**src/verilog/ioem_cfg.svh**
```systemverilog
// Offsets, field positions, reset values of the isoch interrupt block
// Assumes byte addresses on an 8-bit register port with 32-bit data
`ifndef IOEM_CFG_SVH
`define IOEM_CFG_SVH

// ----------------------------------------
// Register offsets (byte addresses)
// ----------------------------------------
`define IOEM_OFS_MAIN_EV_SET 8'h80
`define IOEM_OFS_MAIN_EV_CLR 8'h84
`define IOEM_OFS_MAIN_MK_SET 8'h88
`define IOEM_OFS_MAIN_MK_CLR 8'h8C
`define IOEM_OFS_TX_EV_SET   8'h90
`define IOEM_OFS_TX_EV_CLR   8'h94
`define IOEM_OFS_TX_MK_SET   8'h98
`define IOEM_OFS_TX_MK_CLR   8'h9C
`define IOEM_OFS_RX_EV_SET   8'hA0
`define IOEM_OFS_RX_EV_CLR   8'hA4
`define IOEM_OFS_RX_MK_SET   8'hA8
`define IOEM_OFS_RX_MK_CLR   8'hAC

// ----------------------------------------
// Field positions and bit groups
// ----------------------------------------
`define IOEM_BIT_TX_SUM      6
`define IOEM_BIT_RX_SUM      7
`define IOEM_BIT_GLOBAL      31
`define IOEM_MAIN_EV_BITS    32'h0001833F
`define IOEM_MAIN_SRC_BITS   32'h000183FF
`define IOEM_MAIN_MK_BITS    32'h800183FF
`define IOEM_RSVD_LO         10
`define IOEM_RSVD_HI         14

// ----------------------------------------
// Reset values
// ----------------------------------------
`define IOEM_RST_WORD        32'h00000000
`define IOEM_RST_CHAN        1'b0

`endif

```
**src/verilog/ioem_pkg.sv**
```systemverilog
// Types shared by the isoch interrupt block
// Assumes the constants header is included where numbers are needed
`default_nettype none
package ioem_pkg;
  typedef logic [31:0] ioem_word_type;
  typedef logic [7:0]  ioem_addr_type;
endpackage
`default_nettype wire

```
**src/verilog/ioem_bank_if.sv**
```systemverilog
// Carrier between the top and one per-channel event/mask bank
// Assumes the top drives the controls and pulses on the bank clock
`default_nettype none
interface ioem_bank_if #(parameter int N = 8);
  logic [N-1:0] wdata;
  logic [N-1:0] pulse;
  logic [N-1:0] evt_q;
  logic [N-1:0] mask_q;
  logic         set_ev;
  logic         clr_ev;
  logic         set_mk;
  logic         clr_mk;
  modport bank (input wdata, pulse, set_ev, clr_ev, set_mk, clr_mk,
                output evt_q, mask_q);
  modport ctl  (output wdata, pulse, set_ev, clr_ev, set_mk, clr_mk,
                input evt_q, mask_q);
endinterface
`default_nettype wire

```
**src/verilog/ioem_chan_bank.sv**
```systemverilog
// Per-channel sticky event bits and mask bits with set/clear writes
// Assumes pulses come from logic on clk_sys; no synchroniser needed
`default_nettype none
`include "ioem_cfg.svh"
module ioem_chan_bank #(
  parameter int N = 8
) (
  input  wire logic  clk_sys,
  input  wire logic  rstn,
  ioem_bank_if.bank  bus
);
  logic [N-1:0] evt_ff;
  logic [N-1:0] mask_ff;
  logic [N-1:0] prev_ff;
  logic [N-1:0] rise;
  logic [N-1:0] nxt_evt;
  logic [N-1:0] nxt_mask;

  // ----------------------------------------
  // Next values
  // ----------------------------------------
  // Rising edge of a done pulse; set beats clear in the same cycle
  assign rise     = bus.pulse & ~prev_ff;
  assign nxt_evt  = (evt_ff & ~({N{bus.clr_ev}} & bus.wdata)) | rise
                  | ({N{bus.set_ev}} & bus.wdata);
  assign nxt_mask = (mask_ff & ~({N{bus.clr_mk}} & bus.wdata))
                  | ({N{bus.set_mk}} & bus.wdata);
  assign bus.evt_q  = evt_ff;
  assign bus.mask_q = mask_ff;

  // Storage
  always_ff @(posedge clk_sys or negedge rstn) begin
    if (!rstn) begin
      evt_ff  <= {N{`IOEM_RST_CHAN}};
      mask_ff <= {N{`IOEM_RST_CHAN}};
      prev_ff <= {N{`IOEM_RST_CHAN}};
    end else begin
      evt_ff  <= nxt_evt;
      mask_ff <= nxt_mask;
      prev_ff <= bus.pulse;
    end
  end

  // ----------------------------------------
  // Checks
  // ----------------------------------------
  AST_EDGE_SETS: assert property (@(posedge clk_sys) disable iff (!rstn)
    (rise != '0) |=> ((evt_ff & $past(rise)) == $past(rise)))
    else $error("channel edge did not set its event bit");
  AST_ONLY_W1C: assert property (@(posedge clk_sys) disable iff (!rstn)
    ($past(evt_ff) & ~evt_ff) != '0 |-> $past(bus.clr_ev))
    else $error("event bit cleared without a clear write");
  AST_SET_WRITE: assert property (@(posedge clk_sys) disable iff (!rstn)
    bus.set_ev |=> ((evt_ff & $past(bus.wdata)) == $past(bus.wdata)))
    else $error("set write did not set event bits");
  AST_MASK_CLR: assert property (@(posedge clk_sys) disable iff (!rstn)
    bus.clr_mk && (bus.wdata != '0) |=> ((mask_ff & $past(bus.wdata)) == '0))
    else $error("mask clear write left bits set");
endmodule
`default_nettype wire

```
**src/verilog/ioem_isoch_irq.sv**
```systemverilog
// Top of the isoch interrupt event and mask block
// Assumes a single-cycle register port on clk_sys and done pulses
// from context logic on the same clock
`default_nettype none
`include "ioem_cfg.svh"

// Summary of operation
// - Source interrupts only when event and mask set
// - Main mask bits 14..10 read zero
// - Transmit context completion raises its channel event
// - Receive context completion raises its channel event
// - Transmit event set by edge or write-one
// - Receive event set by edge or write-one
// - Channel events clear only by write-one clear
// - Transmit clear address reads event AND mask
// - Receive clear address reads event AND mask
// - Transmit event eight bits, upper bits zero
// - Receive event four bits, upper bits zero
// - Transmit mask aligned, read at both addresses
// - Receive mask aligned, read at both addresses
// - Pending transmit event shows in bit six
// - Pending receive event shows in bit seven
// - Global gate low blocks the interrupt output
module ioem_isoch_irq #(
  parameter int TX_N = 8,
  parameter int RX_N = 4
) (
  input  wire logic                  clk_sys,
  input  wire logic                  rstn,
  input  wire ioem_pkg::ioem_addr_type reg_addr,
  input  wire ioem_pkg::ioem_word_type reg_wdata,
  input  wire logic                  reg_wr,
  input  wire logic                  reg_rd,
  output      ioem_pkg::ioem_word_type reg_rdata,
  input  wire logic [TX_N-1:0]       tx_done_pulse,
  input  wire logic [RX_N-1:0]       rx_done_pulse,
  input  wire logic [16:0]           main_evt_pulse,
  output logic                       irq_out
);

  // ----------------------------------------
  // Declarations
  // ----------------------------------------
  ioem_pkg::ioem_word_type main_evt_ff;
  ioem_pkg::ioem_word_type main_mask_ff;
  ioem_pkg::ioem_word_type rdata_ff;
  logic                    irq_ff;

  ioem_pkg::ioem_word_type nxt_main_evt;
  ioem_pkg::ioem_word_type nxt_main_mask;
  ioem_pkg::ioem_word_type nxt_rdata;
  logic                    nxt_irq;

  ioem_pkg::ioem_word_type main_set;
  ioem_pkg::ioem_word_type main_clr;
  ioem_pkg::ioem_word_type main_view;
  ioem_pkg::ioem_word_type main_enabled;
  ioem_pkg::ioem_word_type tx_ev_word;
  ioem_pkg::ioem_word_type tx_mk_word;
  ioem_pkg::ioem_word_type rx_ev_word;
  ioem_pkg::ioem_word_type rx_mk_word;

  logic tx_sum;
  logic rx_sum;

  // Bus decode strobes
  logic wr_main_ev_set;
  logic wr_main_ev_clr;
  logic wr_main_mk_set;
  logic wr_main_mk_clr;
  logic rd_main_ev_set;
  logic rd_main_ev_clr;
  logic rd_main_mk;
  logic rd_tx_ev_set;
  logic rd_tx_ev_clr;
  logic rd_tx_mk;
  logic rd_rx_ev_set;
  logic rd_rx_ev_clr;
  logic rd_rx_mk;

  ioem_bank_if #(.N(TX_N)) tx_if ();
  ioem_bank_if #(.N(RX_N)) rx_if ();

  // ----------------------------------------
  // Address decode
  // ----------------------------------------
  // Write strobes for the main registers
  assign wr_main_ev_set = reg_wr && (reg_addr == `IOEM_OFS_MAIN_EV_SET);
  assign wr_main_ev_clr = reg_wr && (reg_addr == `IOEM_OFS_MAIN_EV_CLR);
  assign wr_main_mk_set = reg_wr && (reg_addr == `IOEM_OFS_MAIN_MK_SET);
  assign wr_main_mk_clr = reg_wr && (reg_addr == `IOEM_OFS_MAIN_MK_CLR);

  // Read selects; mask reads answer at both addresses
  assign rd_main_ev_set = reg_rd && (reg_addr == `IOEM_OFS_MAIN_EV_SET);
  assign rd_main_ev_clr = reg_rd && (reg_addr == `IOEM_OFS_MAIN_EV_CLR);
  assign rd_main_mk     = reg_rd && ((reg_addr == `IOEM_OFS_MAIN_MK_SET)
                                  || (reg_addr == `IOEM_OFS_MAIN_MK_CLR));
  assign rd_tx_ev_set   = reg_rd && (reg_addr == `IOEM_OFS_TX_EV_SET);
  assign rd_tx_ev_clr   = reg_rd && (reg_addr == `IOEM_OFS_TX_EV_CLR);
  assign rd_tx_mk       = reg_rd && ((reg_addr == `IOEM_OFS_TX_MK_SET)
                                  || (reg_addr == `IOEM_OFS_TX_MK_CLR));
  assign rd_rx_ev_set   = reg_rd && (reg_addr == `IOEM_OFS_RX_EV_SET);
  assign rd_rx_ev_clr   = reg_rd && (reg_addr == `IOEM_OFS_RX_EV_CLR);
  assign rd_rx_mk       = reg_rd && ((reg_addr == `IOEM_OFS_RX_MK_SET)
                                  || (reg_addr == `IOEM_OFS_RX_MK_CLR));

  // ----------------------------------------
  // Channel banks
  // ----------------------------------------
  // Transmit bank: completion pulses of the output contexts
  assign tx_if.wdata  = reg_wdata[TX_N-1:0];
  assign tx_if.pulse  = tx_done_pulse;
  assign tx_if.set_ev = reg_wr && (reg_addr == `IOEM_OFS_TX_EV_SET);
  assign tx_if.clr_ev = reg_wr && (reg_addr == `IOEM_OFS_TX_EV_CLR);
  assign tx_if.set_mk = reg_wr && (reg_addr == `IOEM_OFS_TX_MK_SET);
  assign tx_if.clr_mk = reg_wr && (reg_addr == `IOEM_OFS_TX_MK_CLR);

  // Receive bank: completion pulses of the input contexts
  assign rx_if.wdata  = reg_wdata[RX_N-1:0];
  assign rx_if.pulse  = rx_done_pulse;
  assign rx_if.set_ev = reg_wr && (reg_addr == `IOEM_OFS_RX_EV_SET);
  assign rx_if.clr_ev = reg_wr && (reg_addr == `IOEM_OFS_RX_EV_CLR);
  assign rx_if.set_mk = reg_wr && (reg_addr == `IOEM_OFS_RX_MK_SET);
  assign rx_if.clr_mk = reg_wr && (reg_addr == `IOEM_OFS_RX_MK_CLR);

  ioem_chan_bank #(.N(TX_N)) u_tx_bank (
    .clk_sys (clk_sys),
    .rstn    (rstn),
    .bus     (tx_if.bank)
  );

  ioem_chan_bank #(.N(RX_N)) u_rx_bank (
    .clk_sys (clk_sys),
    .rstn    (rstn),
    .bus     (rx_if.bank)
  );

  // Zero-extended views; upper bits read as zero
  assign tx_ev_word = {{(32-TX_N){1'b0}}, tx_if.evt_q};
  assign tx_mk_word = {{(32-TX_N){1'b0}}, tx_if.mask_q};
  assign rx_ev_word = {{(32-RX_N){1'b0}}, rx_if.evt_q};
  assign rx_mk_word = {{(32-RX_N){1'b0}}, rx_if.mask_q};

  // ----------------------------------------
  // Summaries and main event register
  // ----------------------------------------
  // Summary bits follow the masked channel events
  assign tx_sum = |(tx_if.evt_q & tx_if.mask_q);
  assign rx_sum = |(rx_if.evt_q & rx_if.mask_q);

  // Main sticky bits: pulses and W1S set, W1C or clear-read clear
  assign main_set = {15'h0000, main_evt_pulse}
                  | ({32{wr_main_ev_set}} & reg_wdata);
  assign main_clr = ({32{wr_main_ev_clr}} & reg_wdata)
                  | {32{rd_main_ev_clr}};
  assign nxt_main_evt = ((main_evt_ff & ~main_clr) | main_set)
                      & `IOEM_MAIN_EV_BITS;

  // Main view with the two summaries placed in their bits
  always_comb begin
    main_view = main_evt_ff;
    main_view[`IOEM_BIT_TX_SUM] = tx_sum;
    main_view[`IOEM_BIT_RX_SUM] = rx_sum;
  end

  // Main mask: W1S and W1C, reserved bits never stored
  assign nxt_main_mask = ((main_mask_ff
                        & ~({32{wr_main_mk_clr}} & reg_wdata))
                        | ({32{wr_main_mk_set}} & reg_wdata))
                        & `IOEM_MAIN_MK_BITS;

  // ----------------------------------------
  // Interrupt output
  // ----------------------------------------
  // Each source needs both its event and its mask bit
  assign main_enabled = main_view & main_mask_ff
                      & `IOEM_MAIN_SRC_BITS;
  assign nxt_irq = main_mask_ff[`IOEM_BIT_GLOBAL]
                 && (|main_enabled);

  // ----------------------------------------
  // Read data
  // ----------------------------------------
  // One-hot read selection; unmapped reads return zero
  assign nxt_rdata =
      rd_main_ev_set ? main_view :
      rd_main_ev_clr ? main_view & main_mask_ff :
      rd_main_mk     ? main_mask_ff :
      rd_tx_ev_set   ? tx_ev_word :
      rd_tx_ev_clr   ? tx_ev_word & tx_mk_word :
      rd_tx_mk       ? tx_mk_word :
      rd_rx_ev_set   ? rx_ev_word :
      rd_rx_ev_clr   ? rx_ev_word & rx_mk_word :
      rd_rx_mk       ? rx_mk_word :
                       `IOEM_RST_WORD;

  // ----------------------------------------
  // Registers
  // ----------------------------------------
  // Main event and mask storage
  always_ff @(posedge clk_sys or negedge rstn) begin
    if (!rstn) begin
      main_evt_ff  <= `IOEM_RST_WORD;
      main_mask_ff <= `IOEM_RST_WORD;
    end else begin
      main_evt_ff  <= nxt_main_evt;
      main_mask_ff <= nxt_main_mask;
    end
  end

  // Output flops: read data one cycle after the strobe, interrupt
  always_ff @(posedge clk_sys or negedge rstn) begin
    if (!rstn) begin
      rdata_ff <= `IOEM_RST_WORD;
      irq_ff   <= 1'b0;
    end else begin
      rdata_ff <= nxt_rdata;
      irq_ff   <= nxt_irq;
    end
  end

  assign reg_rdata = rdata_ff;
  assign irq_out   = irq_ff;

  // ----------------------------------------
  // Checks
  // ----------------------------------------
  // Reserved mask field reads back as zero
  AST_RSVD_ZERO: assert property (@(posedge clk_sys) disable iff (!rstn)
    rd_main_mk |=> (reg_rdata[`IOEM_RSVD_HI:`IOEM_RSVD_LO] == 5'h00))
    else $error("reserved mask bits read nonzero");

  // Transmit clear address returns the masked events
  AST_TX_MASKED: assert property (@(posedge clk_sys) disable iff (!rstn)
    rd_tx_ev_clr |=> (reg_rdata == ($past(tx_ev_word) & $past(tx_mk_word))))
    else $error("transmit clear read not event AND mask");

  // Receive set address returns raw events, upper bits zero
  AST_RX_RAW: assert property (@(posedge clk_sys) disable iff (!rstn)
    rd_rx_ev_set |=> (reg_rdata == $past(rx_ev_word))
                     && (reg_rdata[31:4] == 28'h0000000))
    else $error("receive set read wrong");

  // Transmit event upper bits always zero
  AST_TX_HI: assert property (@(posedge clk_sys) disable iff (!rstn)
    rd_tx_ev_set |=> (reg_rdata[31:8] == 24'h000000))
    else $error("transmit event upper bits nonzero");

  // Transmit mask readable at both addresses
  AST_TX_MASK_RD: assert property (@(posedge clk_sys) disable iff (!rstn)
    rd_tx_mk |=> (reg_rdata == $past(tx_mk_word)))
    else $error("transmit mask read wrong");

  // Receive mask readable at both addresses
  AST_RX_MASK_RD: assert property (@(posedge clk_sys) disable iff (!rstn)
    rd_rx_mk |=> (reg_rdata == $past(rx_mk_word)))
    else $error("receive mask read wrong");

  // Summary bit six tracks masked transmit events
  AST_TX_SUM: assert property (@(posedge clk_sys) disable iff (!rstn)
    rd_main_ev_set |=> (reg_rdata[`IOEM_BIT_TX_SUM] == $past(tx_sum)))
    else $error("transmit summary wrong");

  // Summary bit seven tracks masked receive events
  AST_RX_SUM: assert property (@(posedge clk_sys) disable iff (!rstn)
    rd_main_ev_set |=> (reg_rdata[`IOEM_BIT_RX_SUM] == $past(rx_sum)))
    else $error("receive summary wrong");

  // Gate low keeps the output low one cycle later
  AST_GATE: assert property (@(posedge clk_sys) disable iff (!rstn)
    !main_mask_ff[`IOEM_BIT_GLOBAL] |=> !irq_out)
    else $error("interrupt raised with gate off");

  // Enabled source with gate high raises the output next cycle
  AST_IRQ_RAISE: assert property (@(posedge clk_sys) disable iff (!rstn)
    main_mask_ff[`IOEM_BIT_GLOBAL] && (main_enabled != '0) |=> irq_out)
    else $error("interrupt not raised");

  // No enabled source keeps the output low
  AST_IRQ_QUIET: assert property (@(posedge clk_sys) disable iff (!rstn)
    (main_enabled == '0) |=> !irq_out)
    else $error("interrupt without an enabled source");

  // Transmit set address returns the raw events
  AST_TX_RAW: assert property (@(posedge clk_sys) disable iff (!rstn)
    rd_tx_ev_set |=> (reg_rdata == $past(tx_ev_word)))
    else $error("transmit set read not raw events");

  // Receive clear address returns the masked events
  AST_RX_MASKED: assert property (@(posedge clk_sys) disable iff (!rstn)
    rd_rx_ev_clr |=> (reg_rdata == ($past(rx_ev_word) & $past(rx_mk_word))))
    else $error("receive clear read not event AND mask");

  // Main set address returns stored bits with live summaries
  AST_MAIN_RAW_RD: assert property (@(posedge clk_sys) disable iff (!rstn)
    rd_main_ev_set |=> (reg_rdata == $past(main_view)))
    else $error("main event read wrong");

  // Main clear address returns the enabled events
  AST_MAIN_CLR_RD: assert property (@(posedge clk_sys) disable iff (!rstn)
    rd_main_ev_clr |=> (reg_rdata == ($past(main_view) & $past(main_mask_ff))))
    else $error("main clear read not event AND mask");

  // Main mask readable at both addresses
  AST_MAIN_MK_RD: assert property (@(posedge clk_sys) disable iff (!rstn)
    rd_main_mk |=> (reg_rdata == $past(main_mask_ff)))
    else $error("main mask read wrong");

  // Write-one set of main events lands on the defined bits
  AST_MAIN_SET_WR: assert property (@(posedge clk_sys) disable iff (!rstn)
    wr_main_ev_set |=> ((main_evt_ff & $past(reg_wdata) & `IOEM_MAIN_EV_BITS)
                       == ($past(reg_wdata) & `IOEM_MAIN_EV_BITS)))
    else $error("main event set write lost");

  // Write-one set of the main mask lands on the defined bits
  AST_MASK_SET_WR: assert property (@(posedge clk_sys) disable iff (!rstn)
    wr_main_mk_set |=> ((main_mask_ff & $past(reg_wdata) & `IOEM_MAIN_MK_BITS)
                       == ($past(reg_wdata) & `IOEM_MAIN_MK_BITS)))
    else $error("main mask set write lost");

  // Write-one clear of the main mask drops the named bits
  AST_MASK_CLR_WR: assert property (@(posedge clk_sys) disable iff (!rstn)
    wr_main_mk_clr |=> ((main_mask_ff & $past(reg_wdata)) == 32'h00000000))
    else $error("main mask clear write left bits set");

  // A main source pulse sets its sticky bit
  AST_MAIN_PULSE: assert property (@(posedge clk_sys) disable iff (!rstn)
    (main_evt_pulse != '0) |=> ((main_evt_ff & {15'h0000, $past(main_evt_pulse)} & `IOEM_MAIN_EV_BITS)
                               == ({15'h0000, $past(main_evt_pulse)} & `IOEM_MAIN_EV_BITS)))
    else $error("main source pulse did not set its bit");

  // Enabled transmit summary with gate high raises the output
  AST_TX_SUM_IRQ: assert property (@(posedge clk_sys) disable iff (!rstn)
    tx_sum && main_mask_ff[`IOEM_BIT_TX_SUM] && main_mask_ff[`IOEM_BIT_GLOBAL] |=> irq_out)
    else $error("transmit summary did not raise interrupt");

  // Enabled receive summary with gate high raises the output
  AST_RX_SUM_IRQ: assert property (@(posedge clk_sys) disable iff (!rstn)
    rx_sum && main_mask_ff[`IOEM_BIT_RX_SUM] && main_mask_ff[`IOEM_BIT_GLOBAL] |=> irq_out)
    else $error("receive summary did not raise interrupt");

endmodule
`default_nettype wire

```
**config.mk**
```make
export PLATFORM = sky130hd
export DESIGN_NAME = ioem_isoch_irq
export DESIGN_NICKNAME = d
export VERILOG_FILES = /design/src/verilog/ioem_pkg.sv /design/src/verilog/ioem_bank_if.sv /design/src/verilog/ioem_chan_bank.sv /design/src/verilog/ioem_isoch_irq.sv
export VERILOG_INCLUDE_DIRS = /design/src /design/src/verilog
export SDC_FILE = /design/constraint.sdc
export NUM_CORES = 1
export LEC_CHECK = 0
export BUFFER_PORTS_ARGS = -buffer_cell sky130_fd_sc_hd__buf_2
export CAP_MARGIN = 20
export CELL_PAD_IN_SITES_DETAIL_PLACEMENT = 1
export CELL_PAD_IN_SITES_GLOBAL_PLACEMENT = 2
export CORE_ASPECT_RATIO = 1.1
export CORE_UTILIZATION = 34
export DETAILED_ROUTE_END_ITERATION = 10
export PLACE_DENSITY = 0.95
export SKIP_CTS_REPAIR_TIMING = 1
export SLEW_MARGIN = 20
export SYNTH_ARGS = -nofsm -noshare
export SYNTH_HDL_FRONTEND = slang
export SYNTH_SLANG_ARGS = --single-unit
```
**constraint.sdc**
```tcl
create_clock -name clk_sys -period 2.2 [get_ports clk_sys]
set_input_delay 0.11 -clock clk_sys [delete_from_list [all_inputs] [get_ports clk_sys]]
set_output_delay 0.11 -clock clk_sys [all_outputs]
set_load 0.05 [all_outputs]
```
### Word level (Yosys, flattened, before mapping)

Cells that the tools add are included.

* register bits after elaboration: 92
* bits in latches: 0
* RAM bits: 0
* memory bits (read-only): 0
* bits of input ports: 73
* output and inout bits: 33
* word-level logic and storage cells: 102
* memories kept: 0

* add/sub/neg operators: 0
* multipliers: 0
* div/mod/pow operators: 0
* order comparisons: 0
* eq/ne operators: 12
* shifts and indexed selects: 0
* muxes and demuxes: 9
* bitwise operators: 43
* reductions and logical operators: 28

Operators with widths (count)
* 32-bit bitwise AND: 3
* 8-bit == test (second input constant): 12
* 32-bit two-way mux: 3
* 8-bit bitwise AND: 9
* 17-bit bitwise AND: 3
* 17-bit OR: 3
* 4-bit bitwise AND: 9
* 17-bit by 32-bit bitwise AND with 32-bit output: 1
* 32-bit NOT: 1
* 32-bit OR: 1
* 8-bit two-way mux: 3
* 8-bit NOT: 3
* 8-bit OR: 3
* 1-bit logical AND: 22
* 17-bit NOT: 1
* 4-bit two-way mux: 3
* 4-bit NOT: 3
* 4-bit OR: 3
* 12-bit OR reduction: 1
* 8-bit OR reduction: 1
* 4-bit OR reduction: 1
* 1-bit logical OR: 3

### Logic depth before layout (Yosys ltp)

Gate-level depths: netlist of the first run.

* word-level depth: 12
* gate-level depth with buffers: 7
* gate-level depth less buffers: 4

### Hierarchy

Synthesis of the first run repeated with hierarchy kept, for this count alone.

* cells, all modules: 358
* area, all modules: 3669.8 um^2

By module, submodules not included
* ioem_isoch_irq: instances 1, cells each 258, area an instance 2354.8 um^2, seq. area each 925.9 um^2
* ioem_chan_bank (u_tx_bank): instances 1, cells each 68, area an instance 883.3 um^2, seq. area each 600.6 um^2
* ioem_chan_bank (u_rx_bank): instances 1, cells each 32, area an instance 431.7 um^2, seq. area each 300.3 um^2

### Worst setup path before layout of the first run

Ideal clock, no wire load.

* kind: input to register
* start: input port reg_addr[4]
* end: register main_evt_ff[15]
* library setup time: 0.126 ns
* arrival: 1.600 ns
* data required time: 2.074 ns
* setup slack: 0.474 ns
* cell stages on the path: 6
* path buffers: 2
* cells stage by stage: buf_6 or4b_4 buf_6 nor3_4 a21oi_1 a221o_1

* longest elaborated chain between the ends: 7
* elaborated cells between the ends (all ways): 12
* those cells by class: eq/ne (2); bitwise (7); reduce/logical (3)

RTL lines
* start, declared: line ioem_isoch_irq.sv:30 `input wire ioem_pkg::ioem_addr_type reg_addr,`
* 8-bit == test (no line)
* 1-bit logical AND: line ioem_isoch_irq.sv:89 `` assign wr_main_ev_clr = reg_wr && (reg_addr == `IOEM_OFS_MAIN_EV_CLR); ``
* 17-bit bitwise AND: line ioem_isoch_irq.sv:154 `assign main_clr = ({32{wr_main_ev_clr}} & reg_wdata)`
* 17-bit OR: line ioem_isoch_irq.sv:155 `| {32{rd_main_ev_clr}};`
* 17-bit NOT: line ioem_isoch_irq.sv:156 `assign nxt_main_evt = ((main_evt_ff & ~main_clr) | main_set)`
* 17-bit bitwise AND: line ioem_isoch_irq.sv:156
* 17-bit OR *: line ioem_isoch_irq.sv:156
* net nxt_main_evt[15]: line ioem_isoch_irq.sv:49 `ioem_pkg::ioem_word_type nxt_main_evt;`
* end signal, assigned: line ioem_isoch_irq.sv:203 `` main_evt_ff <= `IOEM_RST_WORD; ``
* end signal, assigned: line ioem_isoch_irq.sv:206 `main_evt_ff <= nxt_main_evt;`
* end, declared: line ioem_isoch_irq.sv:44 `ioem_pkg::ioem_word_type main_evt_ff;`

Mark *: on every way through the listed nets, which the timed path passes. The rest lies on a longest branch.

### Worst setup path in the final report of the first run

* start: input port reg_addr[5]
* end: register main_evt_ff[15]

Same word-level chain as after synthesis.

==> reports/results.txt, run 1 <==
run status: finished with violations
violations in the final reports: negative hold slack
CTS Sinks: 73
P_int: 2.39 mW
Max clock buf depth: 2
hold depth: 2
Hold Path Class: input pin to register
Synthesis Warnings: 0
Vias: 3,248
total congestion overflow: 0
most common cell in the synthesized netlist: dfrtp_1
# diodes: 0
top post-synthesis cells by area: dfrtp_1 51%, a221o_1 6.9%, a22o_1 5.8%
Hold Slack: -0.00624 ns
final wirelength: 11,400 um
setup tns final: 0 ns
Comb pwr share: 0.116
placer congestion estimate: 0.858
total track usage: 0.214
DPL Wire Length: 7750 um
number of global-route vias before repair: 3,330
period utilization: 0.765
row count: 39
Worst EP arrival: 1.90 ns
CTS tree: built
DIE WIDTH: 100 um
Leakage: 1.87 nW
DRT antenna net count: 0
Final setup viols: 0
CP max-delay cell: nor4b_1
clock latency at the later pin of the worst-skew pair: 0.33 ns
FF-to-FF Start: main_evt_ff[2]
Net Switching: 0.888 mW
Worst-Margin Slew: 0.639 ns
Via-to-Cell Ratio: 5.72
drt pass-1 iters: 4
cells along the critical path: buf_2, nor4b_1, and4_1, a21oi_1, a221o_1
worst-path maximum fanout: 10
Mapped Avg Cell Area: 10.6 um2
unrepaired setup endpoints after global routing: false
CP peak stage delay: 0.61 ns
nets@finish: 493
die area: 0.0111 mm2
Core Region: 0.0103 mm2
CP Data Required Time: 2.42 ns
hold path endpoint: main_evt_ff[9]
Final Cell Area: 0.00450 mm2
Switching Share: 0.271
I/O pin total: 106
Critical Path End Type: register
number of synthesized flops with an enable pin: 0
Netlist cell types: 43
Pwr Density: 730 mW/mm2
first-pass GRT wire length: 17,700 um
Tot Pwr: 3.28 mW
R2R Setup Slk: 0.87 ns
Top FF cell, synth: dfrtp_1
crit start category: input pin
DR WL/cell: 20.0 um
TritonCTS Buffers: 9
Area growth syn-to-layout: 24.4%
Hold Path Origin: main_evt_pulse[9]
number of remaining DRC errors: 0
Synth Instances: 341
placed cell area: 0.00403 mm2
Mapped Area: 0.00362 mm2
largest net degree at the start of global routing: 50
endpoints failing hold: 2
WS Path Type: input pin to register
max-slew violation count: 0
initial antenna violation count: 0
CTS root buf: clkbuf_16
Starting Density: 0.350
Async S/R FF share, synth: 1.00
total of max-cap violations: 0
post-synthesis sequential area ratio: 0.505
First DRT Iteration DRCs: 191
Max Clk Rate: 594 MHz
htree depth: 3
Clk pwr share: 0.454
part of the power in registers: 0.430
leading area contributor after synthesis: dfrtp_1
final critical-path required period: 1.68 ns
register bit count reported by yosys: 73
port bufs: 60
RR Endpoint: irq_out
clk_skew: 0.00888 ns
top-area cell type share of the netlist area: 0.505
Reg2Reg Depth: 4
VDD IR max: 0.346 mV
layout cells sized above 1: 0.235
die height: 110 um
clk slew on worst S/H paths: 0.06 ns
Slew Limit Headroom: 0.568
top post-synthesis cells by count: 73 x dfrtp_1, 49 x nand2_1, 25 x a221o_1, 24 x a22o_1, 19 x buf_4
how the worst max path moves through the flow:
stage	start	to	slack, ns	depth (start not counted)
finish	reg_addr[5]	main_evt_ff[15]	0.52	5
global route	reg_addr[5]	main_evt_ff[2]	0.42	5
CTS	reg_addr[5]	main_evt_ff[15]	0.57	5
detailed placement	reg_addr[5]	main_evt_ff[15]	0.28	5
global placement	reg_addr[5]	main_evt_ff[15]	0.32	5
floorplan	reg_addr[4]	main_evt_ff[15]	0.47	6
registers in the layout, summed over array words and instances, names as in the netlist:
| signal | flops |
|---|---|
| main_mask_ff | 13 |
| reg_rdata | 13 |
| main_evt_ff | 10 |
| u_tx_bank.bus.evt_q | 8 |
| u_tx_bank.bus.mask_q | 8 |
| u_tx_bank.prev_ff | 8 |
| u_rx_bank.bus.evt_q | 4 |
| u_rx_bank.bus.mask_q | 4 |
| u_rx_bank.prev_ff | 4 |
| irq_out | 1 |
power groups by stage:
stage,combinational [mW],clock (mW),sequential (mW)
after global routing,0.410,1.57,1.41
after global placement,0.345,0,1.43
after floorplan,0.235,0,1.44
after detailed placement,0.355,0,1.43
after CTS,0.358,1.52,1.41
final,0.381,1.49,1.41
worst max-delay path, delay by kind of cell:
family          cells  cell delay, ns
simple gates        2            1.21
buf+inv             1            0.14
compound gates      2            0.44
metrics by stage:
step                      utilization  worst slack (ns)  std cells
after floorplan                     -             0.474        359
after global placement          0.389             0.316        535
after detailed placement        0.389             0.281        535
after CTS                       0.418             0.570        551
after global routing            0.435             0.424        568
final                           0.435             0.517        568
kinds of logic (layout without fill, tap and decap cells):
| logic type | count (synthesis) | count (layout) | share of synthesized area |
|---|---|---|---|
| compound gates | 114 | 114 | 0.259 |
| buf+inv | 43 | 109 | 0.0702 |
| flops | 73 | 73 | 0.505 |
| mux | 4 | 4 | 0.0125 |
| other cells | 1 | 19 | 0.00104 |
| simple gates | 106 | 106 | 0.152 |
layer usage:
layer | share of wire | up-vias | global-route usage
met5 | 0 | - | 0
met4 | 0.020 | 0 | 0.0952
met3 | 0.049 | 17 | 0.0359
met2 | 0.52 | 128 | 0.380
met1 | 0.41 | 1667 | 0.254
li1 | - | 1436 | -
cells in the final DEF (no fill, tap or decap), types with 2 or more instances in the layout:
cell and instances:
a22oi_1 12, o21a_1 2, mux2_2 4, nand4_1 4
or2_2 2, nor2_1 16, nor3_2 2, nand2_1 49
inv_1 3, buf_4 11, o2111ai_1 7, a221o_1 25
a22o_1 24, and2_1 2, conb_1 19, nor2b_1 12
a21o_1 4, buf_2 60, a21oi_1 13, inv_6 3
o221ai_1 5, o22ai_1 7, clkinv_2 2, dfrtp_1 73
clkbuf_16 9, a41oi_1 2, nand4bb_1 3, nor3_1 6
dlygate4sd3_1 17, a221oi_1 10
area by class of cell:
class | count | area, um2
Clock buffer | 9 | 225
Clock inverter | 7 | 75.1
Fill cell | 1204 | 5850
Inverter | 4 | 15.0
Multi-Input combinational cell | 243 | 1600
Sequential cell | 73 | 1830
Tap cell | 143 | 179
Timing Repair Buffer | 89 | 573
Note: power is estimated with default switching activity, not from simulation.
==> run 2, diff against run 1 <==
--- a/config.mk
+++ b/config.mk
@@ -11,9 +11,9 @@
 export CELL_PAD_IN_SITES_DETAIL_PLACEMENT = 1
 export CELL_PAD_IN_SITES_GLOBAL_PLACEMENT = 2
 export CORE_ASPECT_RATIO = 1.1
-export CORE_UTILIZATION = 34
+export CORE_UTILIZATION = 32
 export DETAILED_ROUTE_END_ITERATION = 10
-export PLACE_DENSITY = 0.95
+export PLACE_DENSITY = 0.91
 export SKIP_CTS_REPAIR_TIMING = 1
 export SLEW_MARGIN = 20
 export SYNTH_ARGS = -nofsm -noshare
==> constraint.sdc (replaced) <==
create_clock -name clk_sys -period 1.65 [get_ports clk_sys]
set_input_delay 0.0825 -clock clk_sys [delete_from_list [all_inputs] [get_ports clk_sys]]
set_output_delay 0.0825 -clock clk_sys [all_outputs]
set_load 0.05 [all_outputs]
==> run 2 against run 1 <==
Largest power group unchanged. The flow now finishes without violations. Final area is 5.3% higher. Via count fell by 0.28%. Global-route usage is 1.1 points lower. First-iteration DRC count rose by 0.52%. Clock-buffer cell count rose by 2. Routed wire length shrank 1.6%. Sequential share of layout area fell by 2.0 points.
==> reports/results.txt, run 2 (synthesis gave the netlist of run 1 again) <==
final wirelength: 11,200 um (was 11,400 um)
First DRT Iteration DRCs: 192 (was 191)
period utilization: 0.859
Comb pwr share: 0.119 (was 0.116)
CP Data Required Time: 1.86 ns (was 2.42 ns)
total track usage: 0.203 (was 0.214)
final critical-path required period: 1.42 ns
die height: 114 um (was 110 um)
DP Worst Slack: -0.0819 ns (was 0.281 ns)
row count: 40 (was 39)
VDD IR max: 0.445 mV (was 0.346 mV)
Net Switching: 1.13 mW (was 0.888 mW)
crit start category: input pin (unchanged)
hold depth: 2 (unchanged)
most frequent cells in the layout: 73 x dfrtp_1, 60 x buf_2, 49 x nand2_1 (unchanged)
DIE WIDTH: 103 um (was 100 um)
Hold Path Class: input pin to register (unchanged)
CTS Sinks: 73 (unchanged)
Reg2Reg Depth: 4 (unchanged)
CTS tree: built (unchanged)
Area growth syn-to-layout: 30.9% (was 24.4%)
WS Path Type: input pin to register (unchanged)
Slew Limit Headroom: 0.579 (was 0.568)
Hold Slack: 0.0238 ns (was -0.00624 ns)
Core Region: 0.0110 mm2 (was 0.0103 mm2)
Pwr Density: 955 mW/mm2 (was 730 mW/mm2)
Max clock buf depth: 2 (unchanged)
max-slew violation count: 0 (unchanged)
largest net degree at the start of global routing: 74 (was 50)
total congestion overflow: 0 (unchanged)
unrepaired setup endpoints after global routing: false (unchanged)
clock latency at the later pin of the worst-skew pair: 0.34 ns (was 0.33 ns)
htree depth: 3 (unchanged)
first-pass GRT wire length: 17,700 um (about the same)
drt pass-1 iters: 4 (unchanged)
# diodes: 0 (unchanged)
P_int: 3.40 mW (was 2.39 mW)
most common cell after layout, fill and taps aside: dfrtp_1 (unchanged)
final worst slack: 0.233 ns (was 0.517 ns)
number of remaining DRC errors: 0 (unchanged)
run status: finished, final reports clean (was finished with violations)
Final setup viols: 0 (unchanged)
die area: 0.0117 mm2 (was 0.0111 mm2)
Leakage: 2.00 nW (was 1.87 nW)
clk_skew: 0.00951 ns (was 0.00888 ns)
Switching Share: 0.249 (was 0.271)
CTS root buf: clkbuf_16 (unchanged)
clk slew on worst S/H paths: 0.05 ns (was 0.06 ns)
Critical Path End Type: register (unchanged)
total of max-cap violations: 0 (unchanged)
placed cell area: 0.00417 mm2 (was 0.00403 mm2)
DRT antenna net count: 0 (unchanged)
part of the power in registers: 0.416 (was 0.430)
Via-to-Cell Ratio: 5.43 (was 5.72)
placer congestion estimate: 0.874 (was 0.858)
number of global-route vias before repair: 3,319 (was 3,330)
Max Clk Rate: 706 MHz
layout cells sized above 1: 0.258 (was 0.235)
port bufs: 60 (unchanged)
FILL cells: 1,218 (was 1,204)
Worst EP arrival: 1.63 ns (was 1.90 ns)
initial antenna violation count: 0 (unchanged)
Clk pwr share: 0.465 (was 0.454)
Worst-Margin Slew: 0.629 ns (was 0.639 ns)
Tot Pwr: 4.52 mW (was 3.28 mW)
worst-path maximum fanout: 5 (was 10)
Vias: 3,239 (was 3,248)
DPL Wire Length: 8220 um (was 7750 um)
nets@finish: 517 (was 493)
I/O pin total: 106 (unchanged)
TritonCTS Buffers: 9 (unchanged)
Starting Density: 0.330 (was 0.350)
DR WL/cell: 18.7 um (was 20.0 um)
Final Cell Area: 0.00473 mm2 (was 0.00450 mm2)
endpoints failing hold: 0 (was 2)
run 2: cell count changes in the layout (fill, tap and decap cells not counted):
cell | before | now
buf_12 | 1 | 2
bufinv_16 | 1 | 2
clkbuf_1 | 0 | 1
dlygate4sd3_1 | 17 | 24
buf_4 | 11 | 27
inv_6 | 3 | 0
clkbuf_8 | 0 | 1
run 2: through the flow:
stage | setup TNS (ns) | util | std cells
finish | 0 | 0.432 | 596
detailed placement | -0.971 | 0.381 | 556
global route | 0 | 0.432 | 596
CTS | 0 | 0.410 | 572
floorplan | 0 | - | 359
global placement | -0.0108 | 0.381 | 556
run 2: critical path, cell delays in order:
cell and delay (ns):
buf_2 0.14, buf_4 0.15, nor4b_1 0.41, and4_1 0.31, buf_4 0.16, a21oi_1 0.05, a221o_1 0.32
run 2: layout make-up:
type                            count  area, um2  share of cell area
Sequential cell                    73       1830               0.386
Multi-Input combinational cell    243       1600               0.339
Timing Repair Buffer              113        783               0.165
Clock buffer                       11        243              0.0513
Tap cell                          147        184              0.0388
Clock inverter                      5       78.8              0.0166
Inverter                            4       15.0             0.00317
run 2: power groups by stage:
stage	clock network (mW)	logic [mW]	registers [mW]
2_1_floorplan	0	0.313	1.91
3_3_place_gp	0	0.480	1.91
3_5_place_dp	0	0.495	1.91
4_1_cts	2.15	0.497	1.88
5_1_grt	2.23	0.583	1.88
6_report	2.10	0.540	1.88
run 2: final timing paths:
check                                 from                endpoint  slack, ns
max in group asynchronous             rstn  u_rx_bank.bus.evt_q[3]       1.01
max                            reg_addr[5]          main_evt_ff[3]       0.23
max reg2reg                 main_evt_ff[2]                 irq_out       0.28
min reg2reg                main_mask_ff[6]         main_mask_ff[6]       0.53
min in group asynchronous             rstn         main_mask_ff[0]       0.30
min                          reg_wdata[16]        main_mask_ff[16]       0.02
run 2: metal layers:
| layer | up-vias | GRT usage | part of all wire | routed length (um) |
|---|---|---|---|---|
| li1 | 1481 | - | - | - |
| met1 | 1655 | 0.267 | 0.44 | 4970 |
| met2 | 83 | 0.323 | 0.50 | 5550 |
| met3 | 20 | 0.0392 | 0.035 | 388 |
| met4 | 0 | 0.0854 | 0.024 | 272 |
| met5 | - | 0 | 0 | 0 |
